[src/inc/csc_consts.svh]
// constants for the clocked serial channel (master receive / full duplex)
// assumes a single 100 MHz system clock and plain control ports
`ifndef CSC_CONSTS_SVH
`define CSC_CONSTS_SVH

`define CSC_FRAME_LEN_7     1'b0
`define CSC_FRAME_LEN_8     1'b1
`define CSC_PRESCALE_W      4
`define CSC_BAUD_W          7
`define CSC_DATA_W          8
`define CSC_FIFO_DEPTH      16
`define CSC_IDLE_CLK_RST    1'b1
`define CSC_IDLE_DATA_RST   1'b1

`endif

[src/inc/csc_pkg.sv]
// types for the clocked serial channel
// assumes csc_consts.svh is on the include path
package csc_pkg;
    typedef enum logic [1:0] {
        CSC_IDLE,
        CSC_LEAD,
        CSC_SHIFT
    } csc_state_t;
endpackage

[src/core/csc_channel.sv]
// clocked serial channel, master receive and full duplex
// assumes control bits as plain ports, pins synchronous to i_clk domain
`timescale 1ns/10ps
`include "csc_consts.svh"
module csc_channel #(
    parameter int PRESCALE_W = `CSC_PRESCALE_W,
    parameter int BAUD_W     = `CSC_BAUD_W,
    parameter int FIFO_DEPTH = `CSC_FIFO_DEPTH
) (
    input  wire logic                  i_clk,
    input  wire logic                  i_nrst,
    input  wire logic                  i_start_trigger_bit,
    input  wire logic                  i_stop_trigger_bit,
    input  wire logic                  i_flag_clear_overrun,
    input  wire logic                  i_output_enable_bit,
    input  wire logic                  i_clock_idle_level,
    input  wire logic                  i_data_idle_level,
    input  wire logic                  i_idle_level_wr,
    input  wire logic [PRESCALE_W-1:0] i_prescaler_select_reg,
    input  wire logic [BAUD_W-1:0]     i_baud_div,
    input  wire logic                  i_interrupt_timing_bit,
    input  wire logic                  i_data_phase_bit,
    input  wire logic                  i_clock_polarity_bit,
    input  wire logic                  i_frame_len8,
    input  wire logic                  i_lsb_first,
    input  wire logic                  i_tx_enable,
    input  wire logic                  i_rx_enable,
    input  wire logic                  i_data_wr,
    input  wire logic [7:0]            i_data_reg_low_byte,
    input  wire logic                  i_data_rd,
    input  wire logic                  i_serial_input_line,
    output logic                       o_serial_clock_line,
    output logic                       o_serial_output_line,
    output logic                       o_serial_clock_oe,
    output logic                       o_serial_output_oe,
    output logic                       o_channel_interrupt,
    output logic                       o_channel_enabled_status,
    output logic                       o_buffer_full_flag,
    output logic                       o_overrun_flag,
    output logic                       o_busy,
    output logic [7:0]                 o_rx_data
);
    import csc_pkg::*;

    // ========================================================
    // input synchronisers
    logic si_meta_reg;
    logic si_sync_reg;
    always_ff @(posedge i_clk or negedge i_nrst) begin
        if (!i_nrst) begin
            si_meta_reg <= 1'b0;
            si_sync_reg <= 1'b0;
        end else begin
            si_meta_reg <= i_serial_input_line;
            si_sync_reg <= si_meta_reg;
        end
    end

    // ========================================================
    // operation clock and baud tick
    // prescaler: operation clock tick every 2^sel system clocks
    logic [15:0]       pre_cnt_reg;
    logic [BAUD_W-1:0] baud_cnt_reg;
    wire [15:0] pre_mask = 16'((32'h1 << i_prescaler_select_reg) - 1);
    wire        mck_tick = ((pre_cnt_reg & pre_mask) == pre_mask);
    // half period = baud_div+1 mck ticks, so max rate is mck/2
    wire        half_tick = mck_tick && (baud_cnt_reg == i_baud_div);
    logic       run_reg;

    always_ff @(posedge i_clk or negedge i_nrst) begin
        if (!i_nrst) begin
            pre_cnt_reg  <= 16'h0000;
            baud_cnt_reg <= '0;
        end else if (!run_reg) begin
            pre_cnt_reg  <= 16'h0000;
            baud_cnt_reg <= '0;
        end else begin
            pre_cnt_reg <= 16'(pre_cnt_reg + 1'b1);
            if (half_tick) baud_cnt_reg <= '0;
            else if (mck_tick) baud_cnt_reg <= BAUD_W'(baud_cnt_reg + 1'b1);
        end
    end

    // ========================================================
    // enable, start and stop
    logic enabled_reg;
    always_ff @(posedge i_clk or negedge i_nrst) begin
        if (!i_nrst) enabled_reg <= 1'b0;
        else if (i_stop_trigger_bit) enabled_reg <= 1'b0;
        else if (i_start_trigger_bit) enabled_reg <= 1'b1;
    end

    // ========================================================
    // transmit buffer and shift engine
    csc_state_t  state_reg;
    logic [7:0]  tx_buf_reg;
    logic        tx_full_reg;
    logic [7:0]  shift_reg;
    logic [3:0]  bit_cnt_reg;
    logic        phase_reg;
    logic        sck_reg;
    logic        sdo_reg;

    wire [3:0] frame_bits = i_frame_len8 ? 4'h8 : 4'h7;
    wire       load_go    = enabled_reg && tx_full_reg &&
                            (state_reg == CSC_IDLE);
    wire       frame_end;
    wire [7:0] load_val   = i_tx_enable ? tx_buf_reg : 8'hFF;
    wire       out_bit    = i_lsb_first ? shift_reg[0] :
                            (i_frame_len8 ? shift_reg[7] : shift_reg[6]);
    wire [7:0] shift_in_msb = i_frame_len8 ? {shift_reg[6:0], si_sync_reg}
                            : {1'b0, shift_reg[5:0], si_sync_reg};
    wire [7:0] shift_in_lsb = i_frame_len8 ? {si_sync_reg, shift_reg[7:1]}
                            : {1'b0, si_sync_reg, shift_reg[6:1]};
    wire [7:0] shift_in   = i_lsb_first ? shift_in_lsb : shift_in_msb;
    wire       last_bit   = (bit_cnt_reg == frame_bits - 4'h1);

    // sample closes half 1, or half 0 when data leads by half a cell
    wire       sample_edge = half_tick && (phase_reg ^ i_data_phase_bit);
    assign frame_end = (state_reg == CSC_SHIFT) && sample_edge && last_bit;

    always_ff @(posedge i_clk or negedge i_nrst) begin
        if (!i_nrst) tx_full_reg <= 1'b0;
        else if (!enabled_reg) tx_full_reg <= 1'b0;
        else if (i_data_wr) tx_full_reg <= 1'b1;
        else if (load_go) tx_full_reg <= 1'b0;
    end

    always_ff @(posedge i_clk) begin
        if (i_data_wr) tx_buf_reg <= i_data_reg_low_byte;
    end

    always_ff @(posedge i_clk or negedge i_nrst) begin
        if (!i_nrst) begin
            state_reg   <= CSC_IDLE;
            bit_cnt_reg <= 4'h0;
            phase_reg   <= 1'b0;
            shift_reg   <= 8'h00;
            run_reg     <= 1'b0;
        end else if (!enabled_reg) begin
            state_reg <= CSC_IDLE;
            run_reg   <= 1'b0;
        end else begin
            case (state_reg)
                CSC_IDLE: begin
                    if (load_go) begin
                        shift_reg   <= load_val;
                        bit_cnt_reg <= 4'h0;
                        phase_reg   <= 1'b0;
                        run_reg     <= 1'b1;
                        // phase 1: data leads clock by half period
                        state_reg   <= i_data_phase_bit ? CSC_LEAD : CSC_SHIFT;
                    end
                end
                CSC_LEAD: begin
                    if (half_tick) state_reg <= CSC_SHIFT;
                end
                CSC_SHIFT: begin
                    if (half_tick) begin
                        phase_reg <= ~phase_reg;
                        if (sample_edge) begin
                            shift_reg <= shift_in;
                            if (last_bit) begin
                                state_reg <= CSC_IDLE;
                                run_reg   <= 1'b0;
                            end else begin
                                bit_cnt_reg <= 4'(bit_cnt_reg + 1'b1);
                            end
                        end
                    end
                end
                default: state_reg <= CSC_IDLE;
            endcase
        end
    end

    // ========================================================
    // pins: idle levels, polarity, output enable
    logic idle_clk_reg;
    logic idle_data_reg;
    always_ff @(posedge i_clk or negedge i_nrst) begin
        if (!i_nrst) begin
            idle_clk_reg  <= `CSC_IDLE_CLK_RST;
            idle_data_reg <= `CSC_IDLE_DATA_RST;
        end else if (i_idle_level_wr && !run_reg) begin
            idle_clk_reg  <= i_clock_idle_level;
            idle_data_reg <= i_data_idle_level;
        end
    end

    wire active = (state_reg == CSC_SHIFT);
    // clock low-going in first half cell when polarity 0
    wire sck_drive = active ? (phase_reg ^ i_clock_polarity_bit)
                            : idle_clk_reg;
    wire sdo_next = (state_reg != CSC_IDLE && i_tx_enable) ? out_bit
                                                           : idle_data_reg;

    always_ff @(posedge i_clk or negedge i_nrst) begin
        if (!i_nrst) begin
            sck_reg <= `CSC_IDLE_CLK_RST;
            sdo_reg <= `CSC_IDLE_DATA_RST;
        end else begin
            sck_reg <= sck_drive;
            sdo_reg <= sdo_next;
        end
    end

    logic oe_clk_reg;
    logic oe_sdo_reg;
    always_ff @(posedge i_clk or negedge i_nrst) begin
        if (!i_nrst) begin
            oe_clk_reg <= 1'b0;
            oe_sdo_reg <= 1'b0;
        end else begin
            oe_clk_reg <= i_output_enable_bit;
            oe_sdo_reg <= i_output_enable_bit && i_tx_enable;
        end
    end

    // ========================================================
    // receive fifo, buffer full and overrun
    logic       fifo_ready;
    logic       fifo_valid;
    logic [7:0] fifo_data;
    wire        rx_push = frame_end && i_rx_enable;
    wire        rx_pop  = i_data_rd && fifo_valid;

    csc_fifo #(
        .WIDTH (`CSC_DATA_W),
        .DEPTH (FIFO_DEPTH)
    ) u_rx_fifo (
        .i_clk   (i_clk),
        .i_nrst  (i_nrst),
        .i_data  (shift_in),
        .i_valid (rx_push),
        .o_ready (fifo_ready),
        .o_data  (fifo_data),
        .o_valid (fifo_valid),
        .i_ready (rx_pop),
        .i_flush (i_stop_trigger_bit)
    );

    logic ovf_reg;
    logic bff_reg;
    logic irq_reg;
    logic [7:0] rx_data_reg;
    always_ff @(posedge i_clk or negedge i_nrst) begin
        if (!i_nrst) begin
            ovf_reg     <= 1'b0;
            bff_reg     <= 1'b0;
            irq_reg     <= 1'b0;
            rx_data_reg <= 8'h00;
        end else begin
            // set wins over clear; only overrun is flagged
            if (rx_push && !fifo_ready) ovf_reg <= 1'b1;
            else if (i_flag_clear_overrun) ovf_reg <= 1'b0;
            // one cycle behind the fifo, in step with the read data
            bff_reg     <= fifo_valid;
            rx_data_reg <= fifo_data;
            // mode read live so mid-run changes apply
            irq_reg <= i_interrupt_timing_bit ? load_go : frame_end;
        end
    end

    assign o_serial_clock_line      = sck_reg;
    assign o_serial_output_line     = sdo_reg;
    assign o_serial_clock_oe        = oe_clk_reg;
    assign o_serial_output_oe       = oe_sdo_reg;
    assign o_channel_interrupt      = irq_reg;
    assign o_channel_enabled_status = enabled_reg;
    assign o_buffer_full_flag       = bff_reg;
    assign o_overrun_flag           = ovf_reg;
    assign o_busy                   = run_reg;
    assign o_rx_data                = rx_data_reg;
endmodule // csc_channel

[src/core/csc_fifo.sv]
// parameterised valid/ready fifo for received words
// assumes a single clock domain and active low asynchronous reset
`timescale 1ns/10ps
module csc_fifo #(
    parameter int WIDTH = 8,
    parameter int DEPTH = 16
) (
    input  wire logic             i_clk,
    input  wire logic             i_nrst,
    input  wire logic [WIDTH-1:0] i_data,
    input  wire logic             i_valid,
    output logic                  o_ready,
    output logic      [WIDTH-1:0] o_data,
    output logic                  o_valid,
    input  wire logic             i_ready,
    input  wire logic             i_flush
);
    localparam int AW = $clog2(DEPTH);
    logic [WIDTH-1:0] mem [DEPTH];
    logic [AW-1:0]    wr_ptr_reg;
    logic [AW-1:0]    rd_ptr_reg;
    logic [AW:0]      count_reg;
    wire              push = i_valid && o_ready;
    wire              pop  = o_valid && i_ready;

    assign o_ready = (count_reg != (AW+1)'(DEPTH));
    assign o_valid = (count_reg != '0);
    assign o_data  = mem[rd_ptr_reg];

    always_ff @(posedge i_clk) begin
        if (push) begin
            mem[wr_ptr_reg] <= i_data;
        end
    end

    always_ff @(posedge i_clk or negedge i_nrst) begin
        if (!i_nrst) begin
            wr_ptr_reg <= '0;
            rd_ptr_reg <= '0;
            count_reg  <= '0;
        end else if (i_flush) begin
            wr_ptr_reg <= '0;
            rd_ptr_reg <= '0;
            count_reg  <= '0;
        end else begin
            if (push) wr_ptr_reg <= AW'(wr_ptr_reg + 1'b1);
            if (pop)  rd_ptr_reg <= AW'(rd_ptr_reg + 1'b1);
            count_reg <= (AW+1)'(count_reg + push - pop);
        end
    end
endmodule // csc_fifo

[config.mk]
export PLATFORM = sky130hd
export DESIGN_NAME = csc_channel
export DESIGN_NICKNAME = d
export VERILOG_FILES = /design/src/inc/csc_pkg.sv /design/src/core/csc_channel.sv /design/src/core/csc_fifo.sv
export VERILOG_INCLUDE_DIRS = /design/src /design/src/inc
export SDC_FILE = /design/constraint.sdc
export NUM_CORES = 1
export LEC_CHECK = 0
export BUFFER_PORTS_ARGS = -buffer_cell sky130_fd_sc_hd__buf_2
export CAP_MARGIN = 30
export CORE_ASPECT_RATIO = 1.4
export CORE_UTILIZATION = 45
export CTS_CLUSTER_DIAMETER = 120
export CTS_CLUSTER_SIZE = 28
export DETAILED_ROUTE_END_ITERATION = 8
export PLACE_DENSITY = 0.63
export SLEW_MARGIN = 5
export SYNTH_ARGS = -nofsm -noshare
export SYNTH_HDL_FRONTEND = slang
export SYNTH_SLANG_ARGS = --single-unit
[constraint.sdc]
create_clock -name i_clk -period 2.7 [get_ports i_clk]
set_input_delay 0.405 -clock i_clk [delete_from_list [all_inputs] [get_ports i_clk]]
set_output_delay 0.405 -clock i_clk [all_outputs]
set_load 0.02 [all_outputs]
### Word-level counts from Yosys, hierarchy flattened

Memories as Yosys holds them, arrays and structs flattened. A register that Yosys moved wholly into a read port is not among the register bits.
Index checks and enable logic that the tools add are counted.

* logic and storage cells: 140
* input port bits: 38
* bits in registers: 73
* memories: 1
* output and inout port bits: 17
* memory bits (writable): 128

Memories
* u_rx_fifo.mem: words 16, width 8, read ports 1, clocked after memory_dff 1, wr ports 1, line csc_fifo.sv:19 `logic [WIDTH-1:0] mem [DEPTH];`

* reduce and logical (&&, ||, !) cells: 30
* equality and inequality tests: 18
* shift-type cells: 1
* bitwise operators: 4
* add/sub/neg operators: 9
* muxes and demuxes: 53

Operators with widths (count)
* 8-bit two-way mux: 7
* 4-bit two-way mux: 9
* 7-bit two-way mux: 3
* 1-bit two-way mux: 20
* 3-bit inequality test (second input constant): 6
* 16-bit by 1-bit adder with 16-bit output (second input constant): 1
* 16-bit AND: 1
* 16-bit == test: 1
* 16-bit two-way mux: 1
* 8-bit one-hot mux with 2 select lines: 1
* 1-bit by 4-bit left shift with 16-bit output (first input constant): 1
* 16-bit by 1-bit subtractor with 16-bit output (second input constant): 1
* 5-bit AND reduction: 3
* 1-bit logical AND: 14
* 2-bit two-way mux: 7
* 4-bit by 1-bit adder with 4-bit output (second input constant): 3
* 2-bit nonzero test: 6
* 2-bit inequality test (second input constant): 4
* 4-bit one-hot mux with 2 select lines: 1
* 7-bit by 1-bit adder with 7-bit output (second input constant): 1
* 7-bit == test: 1
* 2-bit one-hot mux with 3 select lines: 1
* 6-bit AND reduction: 1
* 5-bit by 1-bit adder with 5-bit output: 1
* other kinds (16): 20

### Depth between registers and ports, before layout

* depth after elaboration: 13
* gate-level depth with buffers: 18
* mapped depth without buffers: 16

### By module

Synthesis repeated with hierarchy kept, for this count alone.

* cell total of the unflattened synthesis: 677
* area, all modules: 9328.9 µm²

By module, submodules not included
* csc_fifo: instances 1, area each 5884.4 µm², cells an instance 337, sequential area each 4169.0 µm²
* csc_channel: instances 1, area each 3444.6 µm², cells an instance 340, sequential area each 1721.7 µm²

### Least setup slack after synthesis

No wires, ideal clock.

* path kind: input to register
* start: input port i_prescaler_select_reg[0]
* end: memory u_rx_fifo.mem[0][0] (enable)
* stages: 10
* required time: 2305 ps
* slack: -796 ps
* setup time: 395 ps
* data arrival time: 3101 ps
* cells stage by stage: buf_6 > nor4_4 > inv_1 > ha_1 > and2b_2 > a32o_2 > a21oi_2 > nand4_2 > nor2_2 > nor4bb_1

* cells in the longest elaborated chain, start to end: 12

RTL lines
* from (decl): line csc_channel.sv:19 `input wire logic [PRESCALE_W-1:0] i_prescaler_select_reg,`
* 1-bit by 4-bit left shift with 16-bit output (*): line csc_channel.sv:64 `wire [15:0] pre_mask = 16'((32'h1 << i_prescaler_select_reg) - 1);`
* 16-bit by 1-bit subtractor with 16-bit output (*): line csc_channel.sv:64
* 16-bit AND: line csc_channel.sv:65 `wire mck_tick = ((pre_cnt_reg & pre_mask) == pre_mask);`
* 16-bit == test (*): line csc_channel.sv:65
* 1-bit logical AND (*): line csc_channel.sv:67 `wire half_tick = mck_tick && (baud_cnt_reg == i_baud_div);`
* 1-bit logical AND (*): line csc_channel.sv:119 `wire sample_edge = half_tick && (phase_reg ^ i_data_phase_bit);`
* 1-bit logical AND (*) (2 in a row): line csc_channel.sv:120 `assign frame_end = (state_reg == CSC_SHIFT) && sample_edge && last_bit;`
* 1-bit logical AND (*): line csc_channel.sv:225 `wire rx_push = frame_end && i_rx_enable;`
* 1-bit logical AND (*): line csc_fifo.sv:23 `wire push = i_valid && o_ready;`
* 1-bit two-way mux (*): line csc_fifo.sv:31 `if (push) begin`
* 1-bit two-way mux (implied by the code) (*): line csc_fifo.sv:32 `mem[wr_ptr_reg] <= i_data;`
* to (decl): line csc_fifo.sv:19

Mark *: on every way between the ends. The rest lies on a longest branch, timed or not.

### Worst setup path after layout

* start: register pre_cnt_reg[4]
* end: register u_rx_fifo.count_reg[4]

* cells in the longest elaborated chain, start to end: 11

RTL lines
* from (decl): line csc_channel.sv:62 `logic [15:0] pre_cnt_reg;`
* from (signal assigned): line csc_channel.sv:78 `pre_cnt_reg <= 16'(pre_cnt_reg + 1'b1);`
* 16-bit AND: line csc_channel.sv:65
* 16-bit == test: line csc_channel.sv:65
* 1-bit logical AND: line csc_channel.sv:67
* 1-bit logical AND: line csc_channel.sv:119
* 1-bit logical AND (2 in a row): line csc_channel.sv:120
* 1-bit logical AND: line csc_channel.sv:225
* 1-bit logical AND: line csc_fifo.sv:23
* 5-bit by 1-bit adder with 5-bit output: line csc_fifo.sv:48 `count_reg <= (AW+1)'(count_reg + push - pop);`
* 5-bit by 1-bit subtractor with 5-bit output: line csc_fifo.sv:48
* 5-bit two-way mux: line csc_fifo.sv:41 `end else if (i_flush) begin`
* to (signal assigned): line csc_fifo.sv:48
* to (decl): line csc_fifo.sv:22 `logic [AW:0] count_reg;`

No other way between the ends.
A chain may end at the register's enable or synchronous reset.

==> run_results.csv <==
group,metric,value,unit
clocking,clk_latency,0.47,ns
worst_setup_path,path_max_fanout,6,
timing,setup_viol,0,
yosys,netlist_area,0.00939,mm^2
clocking,clock_path_buffers,3,
global_route,grt_max_degree,50,
outcome,violations,"hold timing",
worst_setup_path,timing.rr.end,"u_rx_fifo.count_reg[4]$_DFF_PN0_",
timing,tns,0,ns
yosys,syn_inst,618,
route,routed_wl,19300,um
placed_design,dpl_cell_area,0.0103,mm^2
timing,slew_violations,0,
clocking,cts_tree,"yes",
timing,fin_crit,2.58,ns
floorplanning,core-area,0.0205,mm^2
route,drc,0,
route,first_iter_violations,303,
finish,area_delta_synth_final,13.8,%
finish,largest_reg_flops,128,
yosys,synth-seq-cells,208,
yosys,yosysSeqAreaShare,62.7,%
yosys,synth_cell_types,70,
floorplanning,die-area,0.0215,mm^2
yosys,synth_ff_type,"edfxtp_1",
clocking,path_clk_slew,0.12,ns
worst_setup_path,critPathKind,"flip-flop to flip-flop",
global_route,grt-busiest-layer,"met2",
worst_setup_path,worstPathArrival,2.96,ns
clocking,cts.sink_count,208,
floorplanning,row_count,62,
timing,rsz0062_at_grt,"true",
yosys,synthArstFlopShare,34.6,%
global_route,met2_usage,34.9,%
finish,fillers,1729,
finish,drive_gt1_share,31.3,%
timing,clock_skew,0.0285,ns
run,cap_violations,0,
yosys,synth_edf_count,136,
placed_design,pre_cts_slack,-0.404,ns
finish,fin_nets,754,
floorplanning,pin_count,55,
yosys,synth_area_per_cell,15.2,um^2
route,via_per_inst,5.63,
worst_setup_path,slowest_delay,0.45,ns
floorplanning,start_util,45.9,%
worst_setup_path,r2r_cells,13,
worst_setup_path,cp-start-kind,"flip-flop",
clocking,htreeDepth,1,
route,dr.pass1.iters,4,
yosys,synth_fp_nets,672,
power,vdd_drop_max,410,uV
timing,layout_setup_ws,0.122,ns
finish,antenna_cells,0,
clocking,root_buffer,"clkbuf_16",
worst_setup_path,cp-end-kind,"flip-flop",
timing,slew_headroom,39.3,%
timing,worst-slew-pin-transition,0.910,ns
global_route,globalRouteMet3Util,2.04,%
global_route,grt_pass1_wl,31000,um
finish,finalInstanceArea,0.0107,mm^2
global_route,track_usage,19.0,%
timing,hold_viol_final,33,
power,power,7.87,mW
placed_design,port-buffer-count,54,
placed_design,dp.final_hpwl,13600,um
worst_setup_path,crit_path_end,"u_rx_fifo.count_reg[4]$_DFF_PN0_",
global_route,grt_pass1_vias,5816,
clocking,cts_buffers,11,
global_route,grt_overflow,0,
timing,fin_hold_ws,-0.0374,ns
global_route,antenna_found_initial,0,
timing,fin_crit_sh,95.5,%
route,wl_per_cell,20.1,um
worst_setup_path,path_cells,"nor2b_2 > o31a_2 > a2111oi_4 > nand4_4 > nor2_4 > ha_4 > inv_2 > fa_2 > inv_2 > a21oi_1 > nor2_1 > o21ai_1 > a21oi_1",
placed_design,globalplace.congestion,0.773,
global_route,grt_util_met1,21.6,%
worst_setup_path,cp-startpoint,"pre_cnt_reg[4]$_DFF_PN0_",
power,power.density,736,mW/mm^2
hold_path,hold_class,"input port to async pin",
floorplanning,fp.dieH,173,um
clocking,holdBufCountCts,0,
route,via_count,5403,
timing,fmax,388,MHz
worst_setup_path,r2r_start,"pre_cnt_reg[4]$_DFF_PN0_",
yosys,yosysWarnings,0,
floorplanning,die_w,124,um
route,ant_nets,0,
worst_setup_path,rrSetupSlack,0.12,ns
power,p_leak,3.95,nW
worst_setup_path,critPathSlowestCell,"dfrtp_2",
worst_setup_path,required,3.09,ns
outcome,status,"finished with violations",
==> how the worst min path moves through the flow <==
stage	startpoint	end	slack [ns]	cells past startpoint
2_1_floorplan	i_nrst	baud_cnt_reg[0]$_DFFE_PN0P_	0.11	0
3_3_place_gp	si_meta_reg$_DFF_PN0_	si_sync_reg$_DFF_PN0_	0.34	0
3_5_place_dp	si_meta_reg$_DFF_PN0_	si_sync_reg$_DFF_PN0_	0.34	0
4_1_cts	i_nrst	bit_cnt_reg[0]$_DFFE_PN0P_	0.009	1
5_1_grt	i_nrst	si_meta_reg$_DFF_PN0_	0.03	1
6_report	i_nrst	si_meta_reg$_DFF_PN0_	-0.04	1
==> per-stage QoR <==
step	util (%)	std cells	hold slack, ns
2_1_floorplan	-	618	0.109
3_3_place_gp	50.5	942	0.337
3_5_place_dp	50.5	942	0.339
4_1_cts	52.0	959	0.00871
5_1_grt	52.2	960	0.0254
6_report	52.2	960	-0.0374
==> routing by layer <==
layer / share of wire (%) / wire length, um
met4: 4.2 / 812
met5: 0 / 0
met2: 55 / 10600
met1: 38 / 7260
met3: 2.9 / 555
==> cells in the mapped netlist (3+ instances only) <==
library cell	number	area, um^2
edfxtp_1	136	4080
dfrtp_1	68	1700
mux4_2	40	901
nor2_1	27	101
inv_1	24	90.1
nand2_1	24	90.1
xnor2_1	20	175
a21oi_1	18	90.1
clkbuf_1	18	67.6
and2_1	17	106
ha_1	15	188
nand3_1	14	70.1
o21ai_0	14	70.1
nor2b_1	10	62.6
and4b_1	9	90.1
mux2_2	9	101
mux2i_1	9	90.1
o22ai_1	8	50.1
xor2_1	8	70.1
and3_1	7	43.8
and4_1	7	61.3
nand4_1	7	43.8
a31oi_1	6	37.5
mux2_4	6	90.1
nand3b_1	6	45.0
o31ai_1	6	45.0
buf_6	5	56.3
or3_1	5	31.3
or4_1	5	37.5
buf_1	4	15.0
buf_4	4	30.0
dfstp_2	4	105
nor3_1	4	20.0
and4bb_1	3	37.5
buf_2	3	15.0
nand2b_1	3	18.8
o211ai_1	3	22.5
o21a_1	3	22.5
or3b_2	3	26.3
==> cell usage in the layout (no fill, tap or decap), drive strengths merged, types with 8 or more instances in the layout <==
| cell | count |
|---|---|
| edfxtp | 136 |
| buf | 104 |
| dfrtp | 68 |
| mux4 | 40 |
| nor2 | 29 |
| inv | 25 |
| nand2 | 24 |
| xnor2 | 20 |
| a21oi | 19 |
| and2 | 18 |
| clkbuf | 16 |
| o21ai | 15 |
| ha | 15 |
| mux2 | 15 |
| nand3 | 14 |
| nor2b | 11 |
| mux2i | 9 |
| nand4 | 9 |
| and4b | 9 |
| xor2 | 8 |
| o22ai | 8 |
| and3 | 8 |
| and4 | 8 |
==> logic make-up after synthesis <==
logic type,count (synthesis),synth area share (%)
XOR/XNOR,28,2.61
flip-flops,208,62.7
multiplexers,64,12.6
AO/OA/AOI/OAI,76,5.53
AND/OR/NAND/NOR,167,11.3
adder cells (fa/ha/maj),16,2.21
buffers and inverters,59,3.00
==> area by class of cell <==
type                       instances  area (um^2)  area share (%)
inverter                          24         90.1           0.843
tap                              256          320            3.00
sequential                       208         5890            55.1
multi-input combinational        351         3320            31.1
clock buffer                      16          294            2.75
timing repair buffer             104          754            7.06
clock inverter                     1         16.3           0.152
==> report_power, final <==
| part | internal (mW) | total [mW] | switching [mW] |
|---|---|---|---|
| combinational | 0.928 | 2.10 | 1.17 |
| clock | 0.783 | 1.77 | 0.984 |
| sequential | 3.85 | 4.00 | 0.152 |
| total | 5.56 | 7.87 | 2.31 |
==> what timing repair did <==
| action | CTS | global route |
|---|---|---|
| hold endpoints to repair | 0 | 0 |
| setup endpoints to repair | 0 | 9 |
| setup buffers | 0 | 2 |
| gates resized for setup | 0 | 12 |
==> critical path, delay by kind of cell, from the launching register on <==
family,cells,cell delay [ns]
compound gates,5,0.99
flops,1,0.45
simple gates,4,0.48
fa+ha+maj,2,0.48
buf+inv,2,0.08
(Power assumes the default switching activity.)
